`src/design/ece_pkg.sv`:
```
/*
  Shared constants, register map and carrier types of the encoder and
  commutation evaluator. Assumes a single 10 MHz drive clock.
*/
package ece_pkg;
  // ----------------------------------------------------------------
  // timing
  // ----------------------------------------------------------------
  localparam int CLK_PERIOD_NS = 100;
  localparam int SER_HALF_NS = 500;
  localparam int SER_HALF_CYC = (SER_HALF_NS + CLK_PERIOD_NS - 1) / CLK_PERIOD_NS;

  // ----------------------------------------------------------------
  // register offsets
  // ----------------------------------------------------------------
  localparam logic [7:0] OFS_CTRL = 8'h00;
  localparam logic [7:0] OFS_HALL_OFS = 8'h04;
  localparam logic [7:0] OFS_ENC_OFS = 8'h08;
  localparam logic [7:0] OFS_LINES = 8'h0c;
  localparam logic [7:0] OFS_INC_STEP = 8'h10;
  localparam logic [7:0] OFS_POSITION = 8'h14;
  localparam logic [7:0] OFS_ANGLE = 8'h18;
  localparam logic [7:0] OFS_STATUS = 8'h1c;
  localparam logic [7:0] OFS_SER_CMD = 8'h20;

  // ----------------------------------------------------------------
  // control fields
  // ----------------------------------------------------------------
  localparam int CTRL_TYPE_LSB = 0;
  localparam int CTRL_QUAD_EN = 2;
  localparam int CTRL_INDEX_EN = 3;
  localparam int CTRL_HALL_EN = 4;
  localparam int CTRL_PHASE_LEFT = 5;
  localparam int CTRL_SEG_60 = 6;
  localparam int CTRL_MODE_LSB = 7;
  localparam int CTRL_Z0_EN = 9;
  localparam int CTRL_Z1_EN = 10;
  localparam int CTRL_FAULT_EN = 11;
  localparam int CTRL_FAULT_HIGH = 12;
  localparam int CTRL_WIDTH = 13;

  localparam logic [1:0] ENC_DIGITAL = 2'h0;
  localparam logic [1:0] ENC_ANALOG = 2'h1;
  localparam logic [1:0] ENC_SERIAL = 2'h2;
  localparam logic [1:0] MODE_BLOCK = 2'h0;
  localparam logic [1:0] MODE_SINE = 2'h1;
  localparam logic [1:0] MODE_HALL_SINE = 2'h2;

  // status fields
  localparam int ST_FAULT_DIG = 0;
  localparam int ST_FAULT_ANA = 1;
  localparam int ST_COMM_VALID = 2;
  localparam int ST_INDEX_SEEN = 3;
  localparam int ST_SER_BUSY = 4;
  localparam int ST_TP_DONE = 5;
  localparam int ST_AUTO_REQ = 6;

  // ----------------------------------------------------------------
  // reset values
  // ----------------------------------------------------------------
  localparam logic [CTRL_WIDTH-1:0] CTRL_RST = 13'h009c;
  localparam logic [15:0] HALL_OFS_RST = 16'h0000;
  localparam logic [15:0] ENC_OFS_RST = 16'h0000;
  localparam logic [19:0] LINES_RST = 20'h00800;
  localparam logic [15:0] INC_STEP_RST = 16'h0008;

  // angles, full turn is 2^16
  localparam logic [15:0] ANG_30 = 16'h1555;
  localparam logic [15:0] ANG_60 = 16'h2aab;

  // serial commands
  localparam logic [7:0] CMD_POS = 8'h01;
  localparam logic [7:0] CMD_TYPEPLATE = 8'h02;
  localparam logic [7:0] CMD_NV_RD = 8'h03;
  localparam logic [7:0] CMD_NV_WR = 8'h04;
  localparam logic [4:0] SER_LAST_BIT = 5'h1f;

  // ----------------------------------------------------------------
  // types
  // ----------------------------------------------------------------
  typedef enum logic [1:0] {SER_IDLE, SER_TX, SER_RX} ece_ser_type;

  typedef struct packed {
    logic [1:0] quadrature_track_pair;
    logic [1:0] main_sincos_track;
    logic index;
    logic [2:0] hall;
    logic encoder_fault_input;
    logic ser_dat;
  } ece_pins_type;

  typedef struct packed {
    logic [7:0] addr;
    logic [31:0] wdata;
    logic wr;
    logic rd;
  } ece_bus_type;

  typedef struct packed {
    logic valid;
    logic [15:0] angle;
  } ece_ctrack_type;

  // ----------------------------------------------------------------
  // functions
  // ----------------------------------------------------------------
  // hall code to sector 0..5, 7 for the two illegal codes
  function automatic logic [2:0] hall_sector(input logic [2:0] h);
    unique case (h)
      3'h1: hall_sector = 3'h0;
      3'h3: hall_sector = 3'h1;
      3'h2: hall_sector = 3'h2;
      3'h6: hall_sector = 3'h3;
      3'h4: hall_sector = 3'h4;
      3'h5: hall_sector = 3'h5;
      default: hall_sector = 3'h7;
    endcase
  endfunction

  // gray step between two track samples; a double jump is dropped
  function automatic logic signed [15:0] quad_step(input logic [1:0] o, input logic [1:0] n);
    logic [1:0] io;
    logic [1:0] in;
    logic [1:0] d;
    io = {o[1], o[1] ^ o[0]};
    in = {n[1], n[1] ^ n[0]};
    d = in - io;
    if (d == 2'h1) begin
      quad_step = 16'sh0001;
    end else if (d == 2'h3) begin
      quad_step = -16'sh0001;
    end else begin
      quad_step = 16'sh0000;
    end
  endfunction
endpackage

```
`src/design/ece_evaluator.sv`:
```
/*
  Encoder and commutation evaluator: quadrature or sine/cosine track
  counting, index correction, Hall and commutation track angle, fault
  input and a simple serial absolute encoder channel.
  Assumes pins are asynchronous to clk_i; the commutation track angle
  comes from converter logic on clk_i.
*/
// Notes on behaviour
// - quadrature option counts square track signals
// - hall only operation without quadrature track
// - index pulse corrects accumulated counting error
// - index enable bit off ignores index pulses
// - hall state gives start angle within 30 degrees
// - hall boundaries and first index refine angle
// - hall offset added to hall derived angle
// - phase sequence selects hall counting direction
// - hall segment width 120 or 60 degrees
// - block mode takes angle from hall only
// - sine mode corrects once, then incremental
// - hall supported sine corrects every change
// - analogue main track drives incremental count
// - commutation track sets angle after reset
// - no commutation track requests automatic detection
// - reference pulse handled like index pulse
// - serial encoder position moves over serial channel
// - serial line count read from type plate
// - serial nonvolatile memory written and read back
// - four counts per line on both tracks
// - fault input raises digital or analogue error
module ece_evaluator
  import ece_pkg::*;
(
  input wire logic clk_i,
  input wire logic nrst_i,
  input wire ece_bus_type bus_i,
  output logic [31:0] rd_data_o,
  input wire ece_pins_type pins_i,
  input wire ece_ctrack_type commutation_sincos_track_i,
  output logic [31:0] position_o,
  output logic [15:0] comm_angle_o,
  output logic comm_valid_o,
  output logic fault_digital_o,
  output logic fault_analog_o,
  output logic auto_comm_req_o,
  output logic ser_clk_o,
  output logic ser_dat_o,
  output logic ser_dat_oe_o
);
  // ----------------------------------------------------------------
  // state
  // ----------------------------------------------------------------
  typedef struct packed {
    ece_pins_type sync1;
    ece_pins_type sync2;
    ece_pins_type sync3;
    ece_pins_type stab;
    ece_pins_type stab_d;
    logic [CTRL_WIDTH-1:0] ctrl;
    logic [15:0] hall_ofs;
    logic [15:0] enc_ofs;
    logic [19:0] lines;
    logic [15:0] inc_step;
    logic [19:0] tp_lines;
    logic tp_done;
    logic [31:0] position;
    logic [21:0] rev_cnt;
    logic index_seen;
    logic [15:0] angle;
    logic comm_valid;
    logic [2:0] hall_prev;
    logic hall_once;
    logic fault_dig;
    logic fault_ana;
    logic auto_req;
    logic [31:0] rd_data;
    ece_ser_type ser_st;
    logic [2:0] ser_div;
    logic ser_clk;
    logic ser_dat;
    logic ser_oe;
    logic [4:0] ser_bit;
    logic [31:0] ser_sh;
    logic [7:0] ser_cmd;
    logic [31:0] ser_rx;
    logic sw_pend;
    logic [31:0] sw_word;
  } ece_state_type;

  ece_state_type s_reg;
  ece_state_type s_next;

  logic [1:0] enc;
  logic [1:0] mode;
  logic [21:0] cpr;
  logic signed [15:0] delta;
  logic idx_evt;
  logic [2:0] sec;
  logic [15:0] step;
  logic [15:0] center;
  logic hall_chg;
  logic fault_act;
  logic ser_pos_done;
  logic [31:0] corr_pos;

  assign enc = s_reg.ctrl[CTRL_TYPE_LSB +: 2];
  assign mode = s_reg.ctrl[CTRL_MODE_LSB +: 2];

  // ----------------------------------------------------------------
  // next state
  // ----------------------------------------------------------------
  always_comb begin
    logic [9:0] agree;
    logic [2:0] raw;
    logic fwd;
    logic [15:0] bound;
    logic signed [32:0] prod;
    logic tick;
    agree = 10'h000;
    raw = 3'h0;
    fwd = 1'b0;
    bound = 16'h0000;
    prod = 33'sh0;
    tick = 1'b0;
    s_next = s_reg;
    ser_pos_done = 1'b0;

    // three stage sampling; second and third must agree
    s_next.sync1 = pins_i;
    s_next.sync2 = s_reg.sync1;
    s_next.sync3 = s_reg.sync2;
    agree = s_reg.sync2 ~^ s_reg.sync3;
    s_next.stab = (agree & s_reg.sync3) | (~agree & s_reg.stab);
    s_next.stab_d = s_reg.stab;

    // register writes
    if (bus_i.wr) begin
      unique case (bus_i.addr)
        OFS_CTRL: s_next.ctrl = bus_i.wdata[CTRL_WIDTH-1:0];
        OFS_HALL_OFS: s_next.hall_ofs = bus_i.wdata[15:0];
        OFS_ENC_OFS: s_next.enc_ofs = bus_i.wdata[15:0];
        OFS_LINES: s_next.lines = bus_i.wdata[19:0];
        OFS_INC_STEP: s_next.inc_step = bus_i.wdata[15:0];
        OFS_STATUS: begin
          if (bus_i.wdata[ST_FAULT_DIG]) begin
            s_next.fault_dig = 1'b0;
          end
          if (bus_i.wdata[ST_FAULT_ANA]) begin
            s_next.fault_ana = 1'b0;
          end
        end
        OFS_SER_CMD: begin
          s_next.sw_pend = 1'b1;
          s_next.sw_word = bus_i.wdata;
        end
        default: ;
      endcase
    end

    // ----------------------------------------------------------------
    // serial channel: 32 bits out, then 32 bits in
    // ----------------------------------------------------------------
    tick = (s_reg.ser_div == 3'(SER_HALF_CYC - 1));
    s_next.ser_div = tick ? 3'h0 : s_reg.ser_div + 3'h1;
    unique case (s_reg.ser_st)
      SER_IDLE: begin
        s_next.ser_clk = 1'b0;
        s_next.ser_oe = 1'b0;
        if (enc == ENC_SERIAL && tick) begin
          // software commands first, then type plate, then position poll
          if (s_reg.sw_pend) begin
            s_next.ser_sh = s_reg.sw_word;
            s_next.sw_pend = bus_i.wr && bus_i.addr == OFS_SER_CMD;
          end else if (!s_reg.tp_done) begin
            s_next.ser_sh = {CMD_TYPEPLATE, 24'h000000};
          end else begin
            s_next.ser_sh = {CMD_POS, 24'h000000};
          end
          s_next.ser_cmd = s_next.ser_sh[31:24];
          s_next.ser_dat = s_next.ser_sh[31];
          s_next.ser_oe = 1'b1;
          s_next.ser_bit = 5'h00;
          s_next.ser_st = SER_TX;
        end
      end
      SER_TX: begin
        if (tick) begin
          s_next.ser_clk = !s_reg.ser_clk;
          if (s_reg.ser_clk) begin
            if (s_reg.ser_bit == SER_LAST_BIT) begin
              s_next.ser_oe = 1'b0;
              s_next.ser_dat = 1'b0;
              s_next.ser_bit = 5'h00;
              s_next.ser_st = SER_RX;
            end else begin
              s_next.ser_bit = s_reg.ser_bit + 5'h01;
              s_next.ser_sh = {s_reg.ser_sh[30:0], 1'b0};
              s_next.ser_dat = s_reg.ser_sh[30];
            end
          end
        end
      end
      SER_RX: begin
        if (tick) begin
          s_next.ser_clk = !s_reg.ser_clk;
          // sampled late in the bit: the pin path adds four cycles
          if (s_reg.ser_clk) begin
            s_next.ser_sh = {s_reg.ser_sh[30:0], s_reg.stab.ser_dat};
            s_next.ser_bit = s_reg.ser_bit + 5'h01;
            if (s_reg.ser_bit == SER_LAST_BIT) begin
              s_next.ser_rx = s_next.ser_sh;
              s_next.ser_st = SER_IDLE;
              if (s_reg.ser_cmd == CMD_TYPEPLATE) begin
                s_next.tp_lines = s_next.ser_sh[19:0];
                s_next.tp_done = 1'b1;
              end else if (s_reg.ser_cmd == CMD_POS) begin
                ser_pos_done = 1'b1;
              end
            end
          end
        end
      end
      default: s_next.ser_st = SER_IDLE;
    endcase

    // ----------------------------------------------------------------
    // incremental position
    // ----------------------------------------------------------------
    if (enc == ENC_DIGITAL && s_reg.ctrl[CTRL_QUAD_EN]) begin
      delta = quad_step(s_reg.stab_d.quadrature_track_pair,
                        s_reg.stab.quadrature_track_pair);
    end else if (enc == ENC_ANALOG && s_reg.ctrl[CTRL_Z0_EN]) begin
      delta = quad_step(s_reg.stab_d.main_sincos_track,
                        s_reg.stab.main_sincos_track);
    end else if (ser_pos_done) begin
      delta = signed'(s_next.ser_rx[15:0] - s_reg.position[15:0]);
    end else begin
      delta = 16'sh0000;
    end

    if (ser_pos_done) begin
      s_next.position = s_next.ser_rx;
    end else begin
      s_next.position = s_reg.position + {{16{delta[15]}}, delta};
    end
    if (delta == 16'sh0001) begin
      s_next.rev_cnt = (s_reg.rev_cnt >= cpr - 22'h1) ? 22'h0 : s_reg.rev_cnt + 22'h1;
    end else if (delta == -16'sh0001) begin
      s_next.rev_cnt = (s_reg.rev_cnt == 22'h0) ? cpr - 22'h1 : s_reg.rev_cnt - 22'h1;
    end

    // index or reference pulse; ignored when its enable bit is clear
    if (idx_evt) begin
      s_next.rev_cnt = 22'h0;
      if (s_reg.index_seen) begin
        s_next.position = corr_pos;
      end
      s_next.index_seen = 1'b1;
    end

    // ----------------------------------------------------------------
    // commutation angle
    // ----------------------------------------------------------------
    prod = $signed(delta) * $signed({1'b0, s_reg.inc_step});
    raw = s_reg.hall_prev + 3'h1;
    fwd = (raw == 3'h6 ? 3'h0 : raw) == sec;
    bound = s_reg.hall_ofs + 16'((fwd ? sec : s_reg.hall_prev) * step);
    if (!s_reg.comm_valid) begin
      if (s_reg.ctrl[CTRL_HALL_EN] && sec != 3'h7) begin
        s_next.angle = center;
        s_next.comm_valid = 1'b1;
      end else if (enc == ENC_ANALOG && s_reg.ctrl[CTRL_Z1_EN] &&
                   commutation_sincos_track_i.valid) begin
        s_next.angle = commutation_sincos_track_i.angle + s_reg.enc_ofs;
        s_next.comm_valid = 1'b1;
      end
    end else if (mode == MODE_BLOCK && s_reg.ctrl[CTRL_HALL_EN]) begin
      if (sec != 3'h7) begin
        s_next.angle = center;
      end
    end else if (hall_chg && (mode == MODE_HALL_SINE || !s_reg.hall_once)) begin
      s_next.angle = bound;
      s_next.hall_once = 1'b1;
    end else if (idx_evt && !s_reg.index_seen) begin
      s_next.angle = s_reg.enc_ofs;
    end else begin
      s_next.angle = s_reg.angle + prod[15:0];
    end
    if (sec != 3'h7) begin
      s_next.hall_prev = sec;
    end
    s_next.auto_req = (enc == ENC_ANALOG) && !s_reg.ctrl[CTRL_Z1_EN];

    // ----------------------------------------------------------------
    // fault input; a new fault wins over a clear
    // ----------------------------------------------------------------
    if (fault_act && enc == ENC_DIGITAL) begin
      s_next.fault_dig = 1'b1;
    end
    if (fault_act && enc == ENC_ANALOG) begin
      s_next.fault_ana = 1'b1;
    end

    // ----------------------------------------------------------------
    // read data, valid only in the cycle after the strobe
    // ----------------------------------------------------------------
    s_next.rd_data = 32'h0;
    if (bus_i.rd) begin
      unique case (bus_i.addr)
        OFS_CTRL: s_next.rd_data = {19'h0, s_reg.ctrl};
        OFS_HALL_OFS: s_next.rd_data = {16'h0, s_reg.hall_ofs};
        OFS_ENC_OFS: s_next.rd_data = {16'h0, s_reg.enc_ofs};
        OFS_LINES: s_next.rd_data = {12'h0, (enc == ENC_SERIAL) ? s_reg.tp_lines : s_reg.lines};
        OFS_INC_STEP: s_next.rd_data = {16'h0, s_reg.inc_step};
        OFS_POSITION: s_next.rd_data = s_reg.position;
        OFS_ANGLE: s_next.rd_data = {16'h0, s_reg.angle};
        OFS_STATUS: begin
          s_next.rd_data[ST_FAULT_DIG] = s_reg.fault_dig;
          s_next.rd_data[ST_FAULT_ANA] = s_reg.fault_ana;
          s_next.rd_data[ST_COMM_VALID] = s_reg.comm_valid;
          s_next.rd_data[ST_INDEX_SEEN] = s_reg.index_seen;
          s_next.rd_data[ST_SER_BUSY] = s_reg.sw_pend || s_reg.ser_st != SER_IDLE;
          s_next.rd_data[ST_TP_DONE] = s_reg.tp_done;
          s_next.rd_data[ST_AUTO_REQ] = s_reg.auto_req;
        end
        OFS_SER_CMD: s_next.rd_data = s_reg.ser_rx;
        default: s_next.rd_data = 32'h0;
      endcase
    end
  end

  // ----------------------------------------------------------------
  // shared decode
  // ----------------------------------------------------------------
  always_comb begin
    logic [2:0] r;
    r = hall_sector(s_reg.stab.hall);
    // left sequence walks the sectors the other way
    if (s_reg.ctrl[CTRL_PHASE_LEFT] && r != 3'h7 && r != 3'h0) begin
      sec = 3'h6 - r;
    end else begin
      sec = r;
    end
    // one state step spans half a hall segment
    step = s_reg.ctrl[CTRL_SEG_60] ? ANG_30 : ANG_60;
    center = s_reg.hall_ofs + 16'(sec * step) + {1'b0, step[15:1]};
    hall_chg = s_reg.ctrl[CTRL_HALL_EN] && sec != 3'h7 && sec != s_reg.hall_prev;
    cpr = {s_reg.ctrl[CTRL_TYPE_LSB +: 2] == ENC_SERIAL ? s_reg.tp_lines : s_reg.lines, 2'b00};
    idx_evt = s_reg.ctrl[CTRL_INDEX_EN] && enc != ENC_SERIAL &&
              s_reg.stab.index && !s_reg.stab_d.index;
    // pull the count back to the nearest whole turn
    if (s_reg.rev_cnt < {1'b0, cpr[21:1]}) begin
      corr_pos = s_reg.position - {10'h0, s_reg.rev_cnt};
    end else begin
      corr_pos = s_reg.position + {10'h0, cpr - s_reg.rev_cnt};
    end
    fault_act = s_reg.ctrl[CTRL_FAULT_EN] &&
                (s_reg.stab.encoder_fault_input == s_reg.ctrl[CTRL_FAULT_HIGH]);
  end

  always_ff @(posedge clk_i) begin
    if (!nrst_i) begin
      s_reg <= '0;
      s_reg.ctrl <= CTRL_RST;
      s_reg.hall_ofs <= HALL_OFS_RST;
      s_reg.enc_ofs <= ENC_OFS_RST;
      s_reg.lines <= LINES_RST;
      s_reg.inc_step <= INC_STEP_RST;
      s_reg.hall_prev <= 3'h7;
      s_reg.ser_st <= SER_IDLE;
    end else begin
      s_reg <= s_next;
    end
  end

  assign rd_data_o = s_reg.rd_data;
  assign position_o = s_reg.position;
  assign comm_angle_o = s_reg.angle;
  assign comm_valid_o = s_reg.comm_valid;
  assign fault_digital_o = s_reg.fault_dig;
  assign fault_analog_o = s_reg.fault_ana;
  assign auto_comm_req_o = s_reg.auto_req;
  assign ser_clk_o = s_reg.ser_clk;
  assign ser_dat_o = s_reg.ser_dat;
  assign ser_dat_oe_o = s_reg.ser_oe;

  // ----------------------------------------------------------------
  // checks
  // ----------------------------------------------------------------
  chk_fault_dig_set: assert property (@(posedge clk_i) disable iff (!nrst_i)
    fault_act && enc == ENC_DIGITAL |=> fault_digital_o)
    else $error("digital fault not raised");
  chk_quad_count_up: assert property (@(posedge clk_i) disable iff (!nrst_i)
    enc == ENC_DIGITAL && s_reg.ctrl[CTRL_QUAD_EN] && !idx_evt &&
    s_reg.stab_d.quadrature_track_pair == 2'h0 && s_reg.stab.quadrature_track_pair == 2'h1
    |=> position_o == $past(position_o) + 32'h1)
    else $error("quadrature edge not counted");
  chk_block_hall_angle: assert property (@(posedge clk_i) disable iff (!nrst_i)
    comm_valid_o && mode == MODE_BLOCK && s_reg.ctrl[CTRL_HALL_EN] && sec != 3'h7
    |=> comm_angle_o == $past(center))
    else $error("block angle not from hall");
  chk_index_correct: assert property (@(posedge clk_i) disable iff (!nrst_i)
    idx_evt && s_reg.index_seen |=> position_o == $past(corr_pos) && s_reg.rev_cnt == 22'h0)
    else $error("index correction wrong");
  chk_index_ignored: assert property (@(posedge clk_i) disable iff (!nrst_i)
    !s_reg.ctrl[CTRL_INDEX_EN] && enc == ENC_DIGITAL && !s_reg.ctrl[CTRL_QUAD_EN]
    |=> $stable(position_o))
    else $error("position moved with index ignored");
  chk_hall_start: assert property (@(posedge clk_i) disable iff (!nrst_i)
    !comm_valid_o && s_reg.ctrl[CTRL_HALL_EN] && sec != 3'h7
    |=> comm_valid_o && comm_angle_o == $past(center))
    else $error("hall start angle missing");
  chk_serial_turnaround: assert property (@(posedge clk_i) disable iff (!nrst_i)
    s_reg.ser_st == SER_RX |-> !ser_dat_oe_o)
    else $error("driving line while receiving");
  chk_typeplate_lines: assert property (@(posedge clk_i) disable iff (!nrst_i)
    s_reg.ser_st == SER_RX && s_next.ser_st == SER_IDLE && s_reg.ser_cmd == CMD_TYPEPLATE
    |=> s_reg.tp_done && s_reg.tp_lines == s_reg.ser_rx[19:0])
    else $error("type plate lines not taken");
endmodule

```
`config.mk`:
```
export PLATFORM = sky130hd
export DESIGN_NAME = ece_evaluator
export DESIGN_NICKNAME = d
export VERILOG_FILES = /design/src/design/ece_pkg.sv /design/src/design/ece_evaluator.sv
export SDC_FILE = /design/constraint.sdc
export NUM_CORES = 2
export LEC_CHECK = 0
export BUFFER_PORTS_ARGS = -buffer_cell sky130_fd_sc_hd__buf_2
export CORE_ASPECT_RATIO = 0.7
export CORE_MARGIN = 3
export CORE_UTILIZATION = 31
export CTS_BUF_LIST = sky130_fd_sc_hd__clkbuf_16
export DETAILED_ROUTE_END_ITERATION = 12
export PLACE_DENSITY = 0.45
export SETUP_SLACK_MARGIN = 0.2
export SLEW_MARGIN = 20
export SYNTH_ARGS = -nofsm -noshare
export SYNTH_HDL_FRONTEND = slang
export SYNTH_SLANG_ARGS = --single-unit
```
`constraint.sdc`:
```
create_clock -name clk_i -period 8.54 [get_ports clk_i]
set_input_delay 0.427 -clock clk_i [delete_from_list [all_inputs] [get_ports clk_i]]
set_output_delay 0.427 -clock clk_i [all_outputs]
set_load 0.02 [all_outputs]
```
# After elaboration in Yosys (flattened, before gate mapping)
# Cells that the tools add are included.
# W data, S select, Z words.
[word_totals]
ff_bits = 375
in_bits = 71
wordCells = 276
[classes]
eq_ne = 45
reduce_logical = 65
n_bitwise = 11
add_sub_neg = 19
n_lt_le_gt_ge = 2
muxes = 75
multipliers = 3
[op_table]
columns = ["cell", "count"]
rows = [
  ["$mux W32", 9],
  ["$pmux W25 S8", 1],
  ["$mux W16", 12],
  ["$pmux W37 S3", 1],
  ["$mux W22", 4],
  ["$mux W37", 2],
  ["$mux W33", 2],
  ["$add A16 B16 Y16", 4],
  ["$pmux W7 S9", 1],
  ["$mux W55", 1],
  ["$mux W47", 1],
  ["$sub A22 B1 Y22 const B", 2],
  ["$mux W40", 1],
  ["$mux W39", 1],
  ["$mux W17", 2],
  ["$add A32 B22 Y32", 1],
  ["$add A32 B32 Y32", 1],
  ["$eq A8 B5 Y1 const B", 4],
  ["$sub A32 B22 Y32", 1],
  ["$mux W26", 1],
  ["$add A22 B1 Y22 const B", 1],
  ["$ge A22 B22 Y1", 1],
  ["$logic_not A22 Y1", 1],
  ["$lt A22 B21 Y1", 1],
  ["other kinds (58)", 164],
]

# Depth between registers and ports, before layout
[depth]
word_depth = 16
mapped_depth = 39

# Worst setup path before layout
# No wires, ideal clock.
[synth_path]
path_kind = "reg2reg"
from = "register s_reg[105] (netlist name)"
to = "register s_reg, in the netlist comm_angle_o[15]"
path_slack_ns = -0.734
stages_incl_launch_ff = 38
synth_period_minus_slack_ns = 9.274
n_path_buf = 1
required_ns = 8.448
arrival_ns = 9.182
path_cell_list = "dfxtp_1 ha_1 and3_1 ha_1 and4_1 nand2_1 buf_1 mux2i_1 ha_1 inv_1 fa_1 a21oi_1 o22ai_1 o21a_1 o21a_1 o21ai_0 nand3_4 nand2_1 [... 2 more ...] inv_1 fa_1 fa_1 inv_1 fa_1 fa_1 xnor2_1 xnor2_1 xnor3_1 xnor2_1 xor2_1 xnor2_1 xnor2_1 xnor3_2 xnor2_1 mux2i_1 o221ai_1 o32ai_1"
[synth_via]
elab_chain_cells = 15
elab_cells_between_ends = 19
[synth_lines]
columns = ["item", "line_no", "source"]
rows = [
  ["from (decl)", "ece_evaluator.sv:89", "ece_state_type s_reg;"],
  ["from (signal assigned)", "ece_evaluator.sv:371", "s_reg <= s_next;"],
  ["$eq A5 B5 Y1 *", "ece_evaluator.sv:209", "if (s_reg.ser_bit == SER_LAST_BIT) begin"],
  ["$mux W32", "ece_evaluator.sv:209", ""],
  ["$mux W32", "ece_evaluator.sv:206", "if (s_reg.ser_clk) begin"],
  ["$mux W32", "ece_evaluator.sv:203", "if (tick) begin"],
  ["$mux W32", "ece_evaluator.sv:164", "unique case (s_reg.ser_st)"],
  ["$sub A16 B16 Y16", "ece_evaluator.sv:235", "delta = signed'(s_next.ser_rx[15:0] - s_reg.position[15:0]);"],
  ["$mux W16 *", "ece_evaluator.sv:234", "end else if (ser_pos_done) begin"],
  ["$mux W16 *", "ece_evaluator.sv:231", "end else if (enc == ENC_ANALOG && s_reg.ctrl[CTRL_Z0_EN]) begin"],
  ["$mux W16 *", "ece_evaluator.sv:228", "if (enc == ENC_DIGITAL && s_reg.ctrl[CTRL_QUAD_EN]) begin"],
  ["$mul A16 B17 Y16 *", "ece_evaluator.sv:263", "prod = $signed(delta) * $signed({1'b0, s_reg.inc_step});"],
  ["$add A16 B16 Y16 *", "ece_evaluator.sv:286", "s_next.angle = s_reg.angle + prod[15:0];"],
  ["$mux W16 *", "ece_evaluator.sv:283", "end else if (idx_evt && !s_reg.index_seen) begin"],
  ["$mux W16 *", "ece_evaluator.sv:280", "end else if (hall_chg && (mode == MODE_HALL_SINE || !s_reg.hall_once)) begin"],
  ["$mux W16 *", "ece_evaluator.sv:276", "end else if (mode == MODE_BLOCK && s_reg.ctrl[CTRL_HALL_EN]) begin"],
  ["$mux W16 *", "ece_evaluator.sv:267", "if (!s_reg.comm_valid) begin"],
]
# Every way passes the cells marked *; elsewhere a longest branch is shown, timed or not.
# A chain may end at the register's enable or synchronous reset.

# Worst setup path after layout
[layout_path]
from = "register s_reg[106] (netlist name)"
to = "register s_reg, in the netlist comm_angle_o[15]"
# The elaborated chain is that of the path after synthesis.

==> reports/results.ini <==
[status]
outcome=finished, violations left
violations=negative setup slack

[detailed_routing]
vias=29600
drc=0
firstDrtPassIters=11
routed_wl_mm=133
ant_nets=0
viasPerCell=5.40
drt_iter0_drc=3306
wl_per_cell_um=24.3

[synthesis]
synth_ff_type=dfxtp_1
synth-simple-area-share=0.197
synthMuxAreaShare=0.0186
syn_nets=4424
yosysTopAreaCellShare=0.234
synth_area_leader_cell=dfxtp_1
yosys.area_share.adder=0.194
synth_edf_count=0
ys_seq_elements=375
syn_area_um2=32100
synth.area.top_cells=dfxtp_1 23%, ha_1 11%, fa_1 8.7%, nand2_1 7.0%, a21boi_0 4.0%
ys_types=113
synth_xor_area_frac=0.0562
async_flop_share=0
synth_compound_area_frac=0.223
ys_warn_count=0
syn_area_per_cell_um2=8.15
syn_inst=3939
synth_top_family_by_area=compound AO/OA/AOI/OAI gates
yosysSeqAreaShare=0.234

[floorplan]
die_area_um2=108000
start_util=0.314
core-area_um2=102000
fp-row-count=98
io_pins=158
die_h_um=275
chipWidth_um=391

[cts]
cts_buffer_depth=3
cts_sinks=375
clk_latency_ns=0.62
root_buffer=clkbuf_16
cts_tree=done
cts_made_buffers=46
path_clk_slew_ns=0.06
htree_levels=2

[layout]
final_util=0.361
fin_area_um2=37000
fin_cells=5482
largest_register_ffs=254
fin_nets=4580
area_delta_synth_final_pct=15.2
fillCellCount=10700
layout_commonest_cell=nand2_1
drive_above_1_share=0.139
final_cell_mix=597 x nand2_1, 373 x dfxtp_1, 292 x inv_1, 267 x ha_1, 214 x buf_4

[setup_path]
path_max_fanout=7
crit_type=flip-flop to flip-flop
cpMostUsedCell=fa_1
startpoint_type=flip-flop
cpPeakStageDelay_ns=0.49
cp-end-kind=flip-flop
cp.arrival_ns=9.29
crit_slowest_cell=fa_1
required_ns=9.06

[pwr]
power.leakage_nw=16.5
peakVddDrop_mv=0.134
power_mw=4.53
power.density_nw_per_um2=123

[placement]
io_buffers=157
dp.cells=5387
post_dp_cell_area_um2=35000
dpl_worst_slack_ns=-0.349
dp_hpwl_mm=105
gp_congestion=0.953

[global_route]
grt_max_degree=158
overflow=0
grt_usage=0.241
grt_pass1_wl_mm=192
antenna_found_initial=11
grt_pass1_vias=27500

[sta]
max_slew_margin=0.228
setup_tns_ns=-0.230
slew_viol_final=0
rsz0062_at_grt=true
whs_ns=0.0364
hold_viol_final=0
fmax_mhz=114
finalWorstSetupSlack_ns=-0.230
worst_clock_skew_ns=0.0231
setup_violations=1
layout_min_cycle_time_ns=8.77
worst_pin_slew_ns=1.16
finalCritPeriodShare=1.03

[hold_path]
min_path_type=input port to flip-flop

[job]
drv_cap=0

## cells in the mapped netlist, drive strengths merged, types with 27 or more instances
cell type / n
nand2: 604
dfxtp: 375
inv: 289
ha: 275
a21oi: 188
nor2: 183
a21boi: 173
clkbuf: 167
o21ai: 154
xnor2: 142
fa: 139
and2: 115
buf: 106
nor2b: 76
nand3: 75
a22oi: 59
nor3: 59
and3: 58
a21o: 56
mux2i: 53
xor2: 50
o211ai: 48
a31oi: 41
o211a: 40
o21a: 35
nand2b: 27
## timing repair
action	4_1_cts	5_1_grt
setup endpoints to repair	6	8
setup buffers	1	1
hold buffers	8	0
pin swaps	10	12
hold endpoints to repair	8	0
gates resized for setup	27	21
## worst paths after layout
check                           from                             to  slack (ns)  cells past startpoint
min reg2reg   s_next[363]$_SDFF_PN0_         s_next[353]$_SDFF_PN0_        0.43                      1
min                        pins_i[4]         s_next[365]$_SDFF_PN0_        0.04                      2
max reg2reg  s_reg[106]$_SDFFE_PN0P_  comm_angle_o[15]$_SDFFE_PN0P_       -0.23                     37
max          s_reg[106]$_SDFFE_PN0P_  comm_angle_o[15]$_SDFFE_PN0P_       -0.23                     37
## critical path, delay by kind of cell, from the launching register on
| family | cells | cell delay (ns) |
|---|---|---|
| adders and majority gates | 10 | 3.58 |
| xor gates and xnor gates | 9 | 1.80 |
| and+or+nand+nor | 6 | 1.12 |
| AOI/OAI and AO/OA | 6 | 1.10 |
| muxes | 2 | 0.42 |
| DFF | 1 | 0.35 |
| buffers and inverters | 4 | 0.27 |
## routing by layer
layer  GRT usage  routed length, um  up-vias
li1            -                  -    14000
met1       0.395              69400    14300
met2       0.306              47800     1178
met3      0.0609              13800      130
met4      0.0424               2210        8
met5           0                 41        -
## report_power, final
part	switching [mW]	leakage [nW]	internal, mW
combinational	0.348	12.7	0.225
clock	0.882	0.792	1.22
sequential	0.0730	3.03	1.78
## cell type report
| type | instances | area [um2] | area share |
|---|---|---|---|
| Tap cell | 1350 | 1690 | 0.0457 |
| Multi-Input combinational cell | 3000 | 22600 | 0.610 |
| Clock buffer | 47 | 1180 | 0.0318 |
| Inverter | 291 | 1090 | 0.0295 |
| Sequential cell | 375 | 7510 | 0.203 |
| Timing Repair Buffer | 381 | 2520 | 0.0682 |
| Clock inverter | 37 | 414 | 0.0112 |
| Antenna cell | 1 | 2.50 | 0.0000677 |
## cell families after synthesis
| group | count (synthesis) |
|---|---|
| AO/OA/AOI/OAI | 1013 |
| multiplexers | 59 |
| AND/OR/NAND/NOR | 1317 |
| flip-flops | 375 |
| buffers and inverters | 564 |
| adder cells (fa/ha/maj) | 414 |
| XOR/XNOR | 197 |
Note: power is estimated with default switching activity, not from simulation.
